===== config.mk =====
export PLATFORM = sky130hd
export DESIGN_NAME = windowed_watchdog_timer
export DESIGN_NICKNAME = d
export VERILOG_FILES = /design/src/hdl/wdt_pkg.sv /design/src/hdl/windowed_watchdog_timer.sv
export SDC_FILE = /design/constraint.sdc
export NUM_CORES = 1
export LEC_CHECK = 0
export BUFFER_PORTS_ARGS = -buffer_cell sky130_fd_sc_hd__buf_2
export CAP_MARGIN = 25
export CORE_UTILIZATION = 53
export DETAILED_ROUTE_END_ITERATION = 12
export PLACE_DENSITY = 0.71
export SYNTH_ARGS = -nofsm -noshare
export SYNTH_HDL_FRONTEND = slang
export SYNTH_SLANG_ARGS = --single-unit

===== constraint.sdc =====
create_clock -name i_clk -period 6.8 [get_ports i_clk]
set_clock_uncertainty 0.05 [all_clocks]
set_input_delay 1.36 -clock i_clk [delete_from_list [all_inputs] [get_ports i_clk]]
set_output_delay 1.36 -clock i_clk [all_outputs]
set_load 0.05 [all_outputs]

===== src/hdl/wdt_pkg.sv =====
// Purpose: shared constants and types of the windowed watchdog
// Assumes: 8-bit register port, one peripheral clock
// Notes: offsets are register indices on the plain register port

package wdt_pkg;

	localparam int unsigned ADDR_W = 3;
	localparam int unsigned DATA_W = 8;
	localparam int unsigned CNT_W = 16;
	localparam int unsigned DIV_W = 7;
	localparam int unsigned PRE_W = 8;
	localparam int unsigned EV_W = 3;

	// register offsets
	localparam logic [ADDR_W-1:0] OFS_CTRL = 3'h0;
	localparam logic [ADDR_W-1:0] OFS_RELOAD = 3'h1;
	localparam logic [ADDR_W-1:0] OFS_WINB = 3'h2;
	localparam logic [ADDR_W-1:0] OFS_SERVICE = 3'h3;
	localparam logic [ADDR_W-1:0] OFS_CNT_LO = 3'h4;
	localparam logic [ADDR_W-1:0] OFS_CNT_HI = 3'h5;
	localparam logic [ADDR_W-1:0] OFS_STATUS = 3'h6;
	localparam logic [ADDR_W-1:0] OFS_MASK = 3'h7;

	// control register fields
	localparam int unsigned CTRL_EN_BIT = 0;
	localparam int unsigned CTRL_PRESEL_BIT = 1;
	localparam int unsigned CTRL_WINEN_BIT = 2;
	localparam int unsigned CTRL_DBGRUN_BIT = 3;

	// status register fields: sticky events low, live state high
	localparam int unsigned EV_OVF_BIT = 0;
	localparam int unsigned EV_INV_BIT = 1;
	localparam int unsigned EV_PRE_BIT = 2;
	localparam int unsigned STAT_PREWARN_BIT = 4;
	localparam int unsigned STAT_FIRED_BIT = 5;

	// values after reset, and the counter top value
	localparam logic [DATA_W-1:0] RELOAD_RST = 8'h00;
	localparam logic [DATA_W-1:0] WINB_RST = 8'h00;
	localparam logic [EV_W-1:0] MASK_RST = 3'h0;
	localparam logic [CNT_W-1:0] CNT_RST = 16'h0000;
	localparam logic [CNT_W-1:0] CNT_TOP = 16'hffff;

	// prescaler: last divider value for divide-by-2 and divide-by-128
	localparam logic [DIV_W-1:0] DIV_FAST_LAST = 7'h01;
	localparam logic [DIV_W-1:0] DIV_SLOW_LAST = 7'h7f;

	// prewarning length in counter ticks
	localparam logic [PRE_W-1:0] PREWARN_COUNTS_RST = 8'h30;

	typedef enum logic [3:0] {
		ST_IDLE = 4'h1,
		ST_RUN = 4'h2,
		ST_PREWARN = 4'h4,
		ST_FIRED = 4'h8
	} wdt_fsm_t;

	typedef struct packed {
		wdt_fsm_t fsm;
		logic en;
		logic presel;
		logic win_en;
		logic dbg_run;
		logic [DATA_W-1:0] reload;
		logic [DATA_W-1:0] winb;
		logic [CNT_W-1:0] cnt;
		logic [DIV_W-1:0] div;
		logic [PRE_W-1:0] pre_cnt;
		logic [EV_W-1:0] status;
		logic [EV_W-1:0] mask;
		logic dbg_s1;
		logic dbg_s2;
		logic nmi;
		logic rst_out;
		logic irq;
		logic [DATA_W-1:0] rdata;
	} wdt_state_t;

endpackage


===== src/hdl/windowed_watchdog_timer.sv =====
// Purpose: windowed 16-bit watchdog with prewarning and system reset
// Assumes: i_clk is the peripheral clock, i_rstn the system reset
// Notes: all state lives in one packed struct, registered once

`timescale 1ns/1ps

// Function
// RULE1: 16-bit counter at clock/2 or clock/128
// RULE2: two byte stages, low byte cleared on service
// RULE3: valid service loads reload byte into high
// RULE4: unserviced overflow raises nmi, enters prewarning
// RULE5: prewarning lasts 30h ticks, then reset
// RULE6: refresh inside window: prewarning, no nmi
// RULE7: window spans zero up to boundary*256
// RULE8: counting stops in debug by default
// RULE9: period equals prescale times (65536-reload*256)
// RULE10: boundary above reload shortens effective period
// RULE11: software services before every overflow
// RULE12: software keeps boundary not below reload
// RULE13: window check only when window enabled
module windowed_watchdog_timer #(
	parameter int unsigned CNT_WIDTH = 16,
	parameter logic [7:0] PREWARN_COUNTS = wdt_pkg::PREWARN_COUNTS_RST
) (
	input wire logic i_clk,
	input wire logic i_rstn,
	input wire logic [wdt_pkg::ADDR_W-1:0] i_addr,
	input wire logic [wdt_pkg::DATA_W-1:0] i_wdata,
	input wire logic i_wr,
	input wire logic i_rd,
	input wire logic i_debug_mode,
	output logic [wdt_pkg::DATA_W-1:0] o_rdata,
	output logic o_irq,
	output logic o_watchdog_nmi_request,
	output logic o_watchdog_reset_out
);
	import wdt_pkg::*;

	// the byte-stage split and read map assume exactly two 8-bit stages
	if (CNT_WIDTH != CNT_W) begin : g_bad_width
		$error("counter width must be 16");
	end
	if (PREWARN_COUNTS == 8'h00) begin : g_bad_prewarn
		$error("prewarning length must be nonzero");
	end

	wdt_state_t s;
	wdt_state_t n;

	logic svc_req;
	logic running;
	logic tick;
	logic ev_ovf;
	logic ev_inv;
	logic ev_pre;
	logic [EV_W-1:0] ev_vec;
	logic [EV_W-1:0] clr_vec;

	// last divider value before a counter tick, per prescale select
	function automatic logic [DIV_W-1:0] div_last(input logic presel);
		return presel ? DIV_SLOW_LAST : DIV_FAST_LAST;
	endfunction

	// forbidden window: counts below boundary byte with zero low byte
	function automatic logic in_window(
		input logic [CNT_W-1:0] cnt,
		input logic [DATA_W-1:0] winb
	);
		return cnt < {winb, 8'h00};
	endfunction

	// register read map; unmapped bits read as zero
	function automatic logic [DATA_W-1:0] read_value(
		input wdt_state_t st,
		input logic [ADDR_W-1:0] addr
	);
		logic [DATA_W-1:0] v;
		v = 8'h00;
		unique case (addr)
			OFS_CTRL: begin
				v[CTRL_EN_BIT] = st.en;
				v[CTRL_PRESEL_BIT] = st.presel;
				v[CTRL_WINEN_BIT] = st.win_en;
				v[CTRL_DBGRUN_BIT] = st.dbg_run;
			end
			OFS_RELOAD: begin
				v = st.reload;
			end
			OFS_WINB: begin
				v = st.winb;
			end
			OFS_SERVICE: begin
				v = 8'h00;
			end
			OFS_CNT_LO: begin
				v = st.cnt[7:0];
			end
			OFS_CNT_HI: begin
				v = st.cnt[15:8];
			end
			OFS_STATUS: begin
				v[EV_W-1:0] = st.status;
				v[STAT_PREWARN_BIT] = (st.fsm == ST_PREWARN);
				v[STAT_FIRED_BIT] = (st.fsm == ST_FIRED);
			end
			OFS_MASK: begin
				v[EV_W-1:0] = st.mask;
			end
		endcase
		return v;
	endfunction

	always_comb begin
		n = s;
		svc_req = i_wr && (i_addr == OFS_SERVICE);
		ev_ovf = 1'b0;
		ev_inv = 1'b0;
		ev_pre = 1'b0;

		// debug level comes from another domain: two flops first
		n.dbg_s1 = i_debug_mode;
		n.dbg_s2 = s.dbg_s1;

		// suspended in debug unless software asked it to keep running
		running = (s.fsm != ST_IDLE) && (s.fsm != ST_FIRED)
			&& !(s.dbg_s2 && !s.dbg_run); // RULE8

		// one-cycle enable from the prescaler
		tick = running && (s.div >= div_last(s.presel)); // RULE1
		if (!running) begin
			n.div = s.div;
		end else if (tick) begin
			n.div = 7'h00;
		end else begin
			n.div = s.div + 7'h01;
		end

		unique case (s.fsm)
			ST_IDLE: begin
				n.div = 7'h00;
				if (s.en) begin
					n.fsm = ST_RUN;
				end
			end
			ST_RUN: begin
				if (!s.en) begin
					n.fsm = ST_IDLE;
				end else if (svc_req) begin
					// window check only when it is switched on
					if (s.win_en && in_window(s.cnt, s.winb)) begin // RULE13
						// early refresh: prewarning without nmi
						ev_inv = 1'b1; // RULE6 RULE7 RULE10
						ev_pre = 1'b1;
						n.pre_cnt = 8'h00;
						n.fsm = ST_PREWARN;
					end else begin
						// high byte from reload, low stage cleared
						n.cnt = {s.reload, 8'h00}; // RULE2 RULE3 RULE9
					end
				end else if (tick) begin
					if (s.cnt == CNT_TOP) begin
						// unserviced overflow
						ev_ovf = 1'b1; // RULE4
						ev_pre = 1'b1;
						n.cnt = CNT_RST;
						n.pre_cnt = 8'h00;
						n.fsm = ST_PREWARN;
					end else begin
						n.cnt = s.cnt + 16'h0001; // RULE1
					end
				end
			end
			ST_PREWARN: begin
				// services and disable are ignored once prewarning runs
				if (tick) begin
					n.cnt = s.cnt + 16'h0001;
					n.pre_cnt = s.pre_cnt + 8'h01;
					if (s.pre_cnt == PREWARN_COUNTS - 8'h01) begin
						n.fsm = ST_FIRED; // RULE5
					end
				end
			end
			ST_FIRED: begin
				// held until the system reset comes back
				n.fsm = ST_FIRED;
			end
			default: begin
				// an upset can leave an illegal one-hot code
				n.fsm = ST_IDLE;
			end
		endcase

		// register writes
		clr_vec = 3'h0;
		if (i_wr) begin
			unique case (i_addr)
				OFS_CTRL: begin
					n.en = i_wdata[CTRL_EN_BIT];
					n.presel = i_wdata[CTRL_PRESEL_BIT];
					n.win_en = i_wdata[CTRL_WINEN_BIT];
					n.dbg_run = i_wdata[CTRL_DBGRUN_BIT];
				end
				OFS_RELOAD: begin
					n.reload = i_wdata;
				end
				OFS_WINB: begin
					n.winb = i_wdata;
				end
				OFS_STATUS: begin
					clr_vec = i_wdata[EV_W-1:0];
				end
				OFS_MASK: begin
					n.mask = i_wdata[EV_W-1:0];
				end
				default: begin
					// service strobe and read-only counter bytes
					n.mask = s.mask;
				end
			endcase
		end

		// sticky events: a set in the clearing cycle wins
		ev_vec = 3'h0;
		ev_vec[EV_OVF_BIT] = ev_ovf;
		ev_vec[EV_INV_BIT] = ev_inv;
		ev_vec[EV_PRE_BIT] = ev_pre;
		n.status = (s.status & ~clr_vec) | ev_vec;

		// nmi is not maskable; it follows the overflow flag
		n.nmi = n.status[EV_OVF_BIT]; // RULE4
		n.rst_out = (n.fsm == ST_FIRED); // RULE5
		n.irq = |(n.status & n.mask);

		// read data valid only in the cycle after the strobe
		n.rdata = i_rd ? read_value(s, i_addr) : 8'h00;
	end

	always_ff @(posedge i_clk or negedge i_rstn) begin
		if (!i_rstn) begin
			s.fsm <= ST_IDLE;
			s.en <= 1'b0;
			s.presel <= 1'b0;
			s.win_en <= 1'b0;
			s.dbg_run <= 1'b0;
			s.reload <= RELOAD_RST;
			s.winb <= WINB_RST;
			s.cnt <= CNT_RST;
			s.div <= 7'h00;
			s.pre_cnt <= 8'h00;
			s.status <= 3'h0;
			s.mask <= MASK_RST;
			s.dbg_s1 <= 1'b0;
			s.dbg_s2 <= 1'b0;
			s.nmi <= 1'b0;
			s.rst_out <= 1'b0;
			s.irq <= 1'b0;
			s.rdata <= 8'h00;
		end else begin
			s <= n;
		end
	end

	assign o_rdata = s.rdata;
	assign o_irq = s.irq;
	assign o_watchdog_nmi_request = s.nmi;
	assign o_watchdog_reset_out = s.rst_out;

endmodule


# After elaboration in Yosys (flattened, before gate mapping)
# Cells that the tools add are included.
# W data, S select, Z words.
op_classes:
  n_eq_ne: 22
  shifts: 0
  magnitude_cmp: 2
  add_sub_neg: 3
  bitwise_logic: 4
  mux: 48
  reduce_logical: 17
  mul: 0
  div_mod_pow: 0
op_table:
  columns: ["operator", "n"]
  rows:
  - ["$mux W16", 6]
  - ["$mux W8", 7]
  - ["$mux W4", 8]
  - ["$pmux W16 S2", 1]
  - ["$mux W7", 4]
  - ["$pmux W3 S8", 1]
  - ["$add A16 B1 Y16 const B", 1]
  - ["$eq A16 B16 Y1 const B", 1]
  - ["$lt A16 B16 Y1", 1]
  - ["$pmux W4 S4", 1]
  - ["$pmux W8 S2", 1]
  - ["$eq A3 B3 Y1 const B", 4]
  - ["$mux W1", 12]
  - ["$mux W3", 4]
  - ["$ne A3 B3 Y1 const B", 4]
  - ["$pmux W2 S5", 1]
  - ["$add A8 B1 Y8 const B", 1]
  - ["$eq A4 B4 Y1 const B", 2]
  - ["$eq A8 B6 Y1 const B", 1]
  - ["$pmux W2 S4", 1]
  - ["$add A7 B1 Y7 const B", 1]
  - ["$ge A7 B7 Y1", 1]
  - ["$and A3 B3 Y3", 2]
  - ["$eq A3 B2 Y1 const B", 2]
  - ["other kinds (18)", 28]
word_totals:
  mem_count: 0
  ff_bits: 74
  latchBits: 0
  rom_bits: 0
  out_inout_bits: 11
  input_bits: 16
  ramBits: 0

# Logic depth before layout (Yosys ltp)
# Gate-level depths: netlist of run 1.
logic_depth:
  ltp_word: 12
  ltp_mapped: 10
  depth_no_buf: 8

# Worst setup path after synthesis of run 1
# Ideal clock, no wire load.
synth_timing:
  kind: "in2reg"
  start: "input i_addr[1] (netlist name)"
  end: "register s[25] (netlist name)"
  path_stages: 6
  n_path_buf: 1
  arrival_time_ns: 2.852
  slack_ns: 3.764
  path_cell_list: "buf_6 and4b_2 or3_1 or3_4 a211oi_1 o32ai_1"
synth_via:
  elab_chain_len: 5
  word_cells_on_any_way: 9
synth_lines:
  columns: ["item", "line_no", "text"]
  rows:
  - ["start, declared", "windowed_watchdog_timer.sv:27", "input wire logic [wdt_pkg::ADDR_W-1:0] i_addr,"]
  - ["$eq A3 B2 Y1 (*)", "windowed_watchdog_timer.sv:115", "svc_req = i_wr && (i_addr == OFS_SERVICE);"]
  - ["$logic_and A1 B1 Y1 (*)", "windowed_watchdog_timer.sv:115", null]
  - ["$mux W8", "windowed_watchdog_timer.sv:148", "end else if (svc_req) begin"]
  - ["$mux W8", "windowed_watchdog_timer.sv:146", "if (!s.en) begin"]
  - ["$pmux W8 S2", "windowed_watchdog_timer.sv:138", "unique case (s.fsm)"]
  - ["end signal, assigned", "windowed_watchdog_timer.sv:259", "s <= n;"]
  - ["end, declared", "windowed_watchdog_timer.sv:47", "wdt_state_t s;"]
# Every way passes the cells marked *; elsewhere a longest branch is shown, timed or not. The select of a mux whose other input is x is not followed.
# A chain may end at the register's enable or synchronous reset.

# Worst setup path in the final report of run 1
layout_timing:
  start: "input i_addr[2] (netlist name)"
  end: "register s[21] (netlist name)"
# Same word-level chain as after synthesis.

==> flow_summary.json, run 1 <==
{
  "ys.flop_type": "dfrtp_1",
  "place.gp.congestion": 0.905,
  "rr_worst_depth": 7,
  "status": "completed",
  "yosys.area.top_type": "dfrtp_1",
  "syn-num-nets": 485,
  "yosysMostFrequentCell": "dfrtp_1",
  "grt_pass1_wl_um": 16900,
  "setup_tns_ns": 0,
  "ctsLongestPathBuffers": 2,
  "slew_viol_final": 0,
  "crit_fanout": 23,
  "post-place-ws_ns": 3.33,
  "grt_pass1_vias": 3334,
  "end_kind": "flip-flop",
  "nNetsFinal": 495,
  "core-area_um2": 7850,
  "pin_count": 27,
  "cts_buffers": 9,
  "hp-class": "reg -> reg",
  "cts_htree_levels": 3,
  "grt_max_degree": 74,
  "wirelength_um": 10300,
  "synth-seq-cells": 73,
  "hpwl_um": 7310,
  "syn_to_final_growth_pct": 6.73,
  "netlist.area_leader.share": 0.414,
  "synth_edf_count": 0,
  "clock_latency_ns": 0.35,
  "io_buffers": 26,
  "vias": 3539,
  "via_per_inst": 6.21,
  "multiInputGateArea_um2": 2230,
  "start_kind": "input port",
  "drtIter0Drc": 249,
  "cts_tree": "built",
  "whs_endpoint": "s[11]",
  "arrival_ns": 3.29,
  "cts_root_buffer": "clkbuf_8",
  "grt_overflow": 0,
  "hold_path.startpoint": "n[11]",
  "reg2reg_from": "s[43]",
  "ant_nets": 0,
  "drc": 0,
  "fillers": 682,
  "min_path_cells": 0,
  "async_flop_share": 1.00,
  "cp_data_required_time_ns": 6.98,
  "drive_gt1_frac": 0.171,
  "finalHoldViolations": 0,
  "critPathKind": "in -> reg",
  "rows": 32,
  "fp.dieW_um": 92.6,
  "die_area_um2": 8570,
  "cts_resized": 0,
  "yosys_warnings": 0,
  "fin_crit_ns": 3.11,
  "synth_cell_types": 74,
  "avgSynthCellArea_um2": 9.60,
  "grt_use_total": 0.255,
  "finalWorstSetupSlack_ns": 3.69,
  "p_per_area_nw_per_um2": 292,
  "path_clk_slew_ns": 0.08,
  "ys_top_cells_by_area": "dfrtp_1 (41%), ha_1 (4.6%), o21ai_0 (4.1%)",
  "antenna_found_initial": 0,
  "timing.slew.headroom": 0.394,
  "cap_violations": 0,
  "start_util": 0.554,
  "p_leak_nw": 2.02,
  "synth_seq_area_share": 0.420,
  "rsz0062_at_grt": "no",
  "syn_area_um2": 4350,
  "worst_pin_slew_ns": 0.909,
  "reg2reg_slack_ns": 3.88,
  "drtPass1Iterations": 5,
  "holdBufCountCts": 0,
  "setup_violations": 0,
  "antenna_cells": 0,
  "cts.sinks": 73,
  "timing.fmax_mhz": 322,
  "wl_per_cell_um": 18.0,
  "reg2reg_to": "s[35]",
  "synth_common_cells": "dfrtp_1 (72), nand2_1 (45), o21ai_0 (36)",
  "peakVddDrop_mv": 0.120,
  "postCtsSetupBuffers": 0,
  "fin_crit_sh": 0.457,
  "syn_inst": 453,
  "seqCellArea_um2": 1830,
  "dieHeight_um": 92.6
}
state kept, by name (all words and copies together), names as in the netlist:
name,count
s,62
o_watchdog_reset_out,1
n,1
o_irq,1
o_rdata,8
cell type report:
class	instances	share of cell area
clock buffers	12	0.0334
clock inverters	4	0.0111
inverters	27	0.0218
multi-input cells	324	0.481
flip-flops and latches	73	0.394
well taps	102	0.0275
repair buffers	28	0.0313
layout by cell type (no fill, tap or decap), types with 4 or more instances in the layout:
| master | synthesis | routed |
|---|---|---|
| mux2_2 | 15 | 15 |
| nand3_1 | 14 | 14 |
| inv_1 | 26 | 26 |
| a211oi_1 | 6 | 6 |
| o22ai_1 | 8 | 8 |
| a31oi_1 | 7 | 7 |
| mux2i_1 | 7 | 7 |
| and3_1 | 7 | 7 |
| nand2_1 | 45 | 45 |
| o21ai_0 | 36 | 36 |
| and2_1 | 5 | 5 |
| o211ai_1 | 6 | 6 |
| a32oi_1 | 4 | 4 |
| nand3b_1 | 5 | 5 |
| buf_2 | 6 | 26 |
| a21oi_1 | 16 | 16 |
| nor2_1 | 29 | 29 |
| nand4_1 | 7 | 7 |
| dfrtp_1 | 72 | 72 |
| nor2b_1 | 6 | 6 |
| a2bb2oi_1 | 4 | 4 |
| ha_1 | 16 | 16 |
| or3_1 | 4 | 4 |
| o31ai_1 | 19 | 19 |
| clkbuf_8 | 3 | 11 |
| nand2b_1 | 4 | 4 |
stage by stage:
step / instances / util / area [um2] / hold WS [ns] / power (W)
after floorplan: 453 / - / 4350 / 0.281 / 0.000904
after detailed placement: 553 / 0.564 / 4430 / 0.286 / 0.00100
final: 570 / 0.591 / 4640 / 0.301 / 0.00136
after global routing: 570 / 0.591 / 4640 / 0.316 / 0.00144
after global placement: 553 / 0.564 / 4430 / 0.296 / 0.000983
after CTS: 569 / 0.591 / 4640 / 0.303 / 0.00136
worst max-delay path, stage by stage:
cell      delay [ns]
buf_2           0.38
and4b_2         0.33
or3_1           0.40
or3_4           0.41
a211oi_1        0.27
o22ai_1         0.12
metal layers:
layer	vias to the layer above	GRT usage	part of all wire
met5	-	0	0
met4	0	0.0781	0.020
met3	17	0.0567	0.056
met2	113	0.386	0.45
li1	1682	-	-
met1	1727	0.363	0.48
logic make-up after synthesis:
logic type | count (synthesis) | share of synthesized area
AND/OR/NAND/NOR | 149 | 0.184
multiplexers | 24 | 0.0662
flip-flops | 73 | 0.420
AO/OA/AOI/OAI | 132 | 0.208
XOR/XNOR | 3 | 0.00604
adder cells (fa/ha/maj) | 16 | 0.0460
buffers and inverters | 56 | 0.0691
power by group:
| part | switching, W | internal [W] |
|---|---|---|
| clock | 0.000168 | 0.000190 |
| combinational | 0.000202 | 0.000146 |
| sequential | 0.000121 | 0.000530 |
| total | 0.000491 | 0.000866 |
how the worst max path moves through the flow:
stage	from	to	slack, ns
2_1_floorplan	i_addr[1]	s[25]	3.76
3_3_place_gp	i_addr[1]	s[50]	3.42
3_5_place_dp	i_addr[1]	s[50]	3.33
4_1_cts	i_addr[1]	s[50]	3.71
5_1_grt	i_addr[2]	s[21]	3.66
6_report	i_addr[2]	s[21]	3.69
Note: power is estimated with default switching activity, not from simulation.
==> inputs of run 2 (changes only) <==
Clock period 6.8 ns to 3 ns, I/O delays scaled along.
==> flow_summary.json, run 2 (synthesis gave the netlist of run 1 again) <==
{
  "cts_tree": "built",
  "largest_register_ffs": 62,
  "slew_viol_final": 0,
  "end_kind": "flip-flop",
  "switching_share": 0.375,
  "met1_usage": 0.374,
  "critPathKind": "reg -> reg",
  "hp-class": "in -> async",
  "cp_cell_sequence": "inv_1 > ha_1 > a21oi_1 > a211o_1 > a21bo_2 > o2bb2a_4 > or2_1 > o41ai_2",
  "grt_pass1_wl_um": 17100,
  "die_area_um2": 8570,
  "peakVddDrop_mv": 0.286,
  "critical-path-slowest-cell": "dfrtp_1",
  "io_buffers": 26,
  "drtPass1Iterations": 5,
  "start_kind": "flip-flop",
  "drc": 0,
  "final_cells": 578,
  "reg2reg_to": "s[38]",
  "power_w": 0.00298,
  "post-place-ws_ns": 0.419,
  "vias": 3610,
  "antenna_cells": 0,
  "nNetsFinal": 503,
  "grt_pass1_vias": 3369,
  "cap_violations": 0,
  "setup_tns_ns": 0,
  "worst_pin_slew_ns": 0.840,
  "holdBufCountCts": 0,
  "grt_use_total": 0.259,
  "cts.sinks": 73,
  "arrival_ns": 2.80,
  "finalHoldViolations": 0,
  "power.internal_w": 0.00186,
  "dpl_cell_area_um2": 4490,
  "wl_per_cell_um": 18.0,
  "combinationalPowerShare": 0.267,
  "p_leak_nw": 2.05,
  "via_per_inst": 6.25,
  "seqCellArea_um2": 1830,
  "fp.dieW_um": 92.6,
  "dieHeight_um": 92.6,
  "rows": 32,
  "top_register": "s",
  "grt_overflow": 0,
  "reg2reg_slack_ns": 0.40,
  "drtIter0Drc": 286,
  "postCtsSetupBuffers": 0,
  "rr_worst_depth": 8,
  "grt-busiest-layer": "met2",
  "crit_fanout": 22,
  "cts_htree_levels": 3,
  "dp_cells": 561,
  "core-area_um2": 7850,
  "fin_crit_sh": 0.866,
  "cpPeakStageDelay_ns": 0.35,
  "timing.fmax_mhz": 385,
  "setup_violations": 0,
  "layout_commonest_cell": "dfrtp_1",
  "multiInputGateArea_um2": 2230,
  "final_cell_mix": "dfrtp_1 (72), nand2_1 (45), o21ai_0 (36), nor2_1 (29), inv_1 (26)",
  "status": "completed",
  "met3_usage": 0.0427,
  "start_util": 0.554,
  "place.gp.congestion": 0.861,
  "antenna_found_initial": 0,
  "path_clk_slew_ns": 0.08,
  "cp_data_required_time_ns": 3.20,
  "met2_usage": 0.399,
  "cts_root_buffer": "clkbuf_8",
  "p_seq_frac": 0.498,
  "rsz0062_at_grt": "no",
  "finalWorstSetupSlack_ns": 0.401,
  "syn_to_final_growth_pct": 7.86,
  "p_switching_w": 0.00112,
  "ctsLongestPathBuffers": 2,
  "clock_latency_ns": 0.36,
  "hpwl_um": 7430,
  "ant_nets": 0,
  "final_area_um2": 4690,
  "fillers": 674,
  "drive_gt1_frac": 0.185,
  "grt_max_degree": 74,
  "cts_buffers": 9,
  "p_per_area_nw_per_um2": 635,
  "wirelength_um": 10400,
  "pin_count": 27,
  "fin_crit_ns": 2.60,
  "timing.slew.headroom": 0.435,
  "cts_resized": 0,
  "reg2reg_from": "s[68]",
  "pwr-share-clk": 0.235
}
[run 2: cell count changes in the layout (fill, tap and decap cells not counted), sizes merged]
cell    before  now
clkinv       3    5
bufinv       1    0
clkbuf      12   11
buf         28   36
[run 2: how the worst max path moves through the flow]
| stage | cells after the start | start | endpoint | slack [ns] |
|---|---|---|---|---|
| after floorplan | 6 | i_addr[1] | s[25] | 0.72 |
| after CTS | 8 | s[68] | s[38] | 0.39 |
| after global placement | 6 | i_addr[1] | s[25] | 0.50 |
| after detailed placement | 8 | s[68] | s[38] | 0.42 |
| final | 8 | s[68] | s[38] | 0.40 |
| after global routing | 7 | s[43] | s[49] | 0.22 |
[run 2: cell type report]
type | count | share of cell area
well taps | 102 | 0.0272
multi-input cells | 324 | 0.476
inverters | 27 | 0.0216
flip-flops and latches | 73 | 0.390
clock inverters | 5 | 0.00667
clock buffers | 11 | 0.0301
repair buffers | 36 | 0.0486
[run 2: layer usage]
| layer | up-vias | wire length, um |
|---|---|---|
| met5 | - | 0 |
| met2 | 131 | 4710 |
| met3 | 11 | 635 |
| met4 | 0 | 133 |
| met1 | 1766 | 4940 |
| li1 | 1702 | - |
[run 2: through the flow]
stage	util	hold slack, ns
floorplan	-	0.254
detailed placement	0.572	0.309
CTS	0.594	0.293
global route	0.598	0.233
global placement	0.572	0.297
finish	0.598	0.206
[run 2: worst max-delay path, delay by kind of cell (launching register included)]
family,cells,cell delay (ns)
AOI/OAI and AO/OA,5,1.31
adders and majority gates,1,0.32
buffers and inverters,1,0.13
DFF,1,0.35
and+or+nand+nor,1,0.33
[run 2: power by group through the flow]
stage                     clock network [W]  logic (W)  registers [W]
after floorplan                           0   0.000691        0.00136
after global placement                    0   0.000754        0.00148
after detailed placement                  0   0.000787        0.00149
after CTS                          0.000706   0.000792        0.00147
after global routing               0.000752   0.000902        0.00151
final                              0.000701   0.000795        0.00148
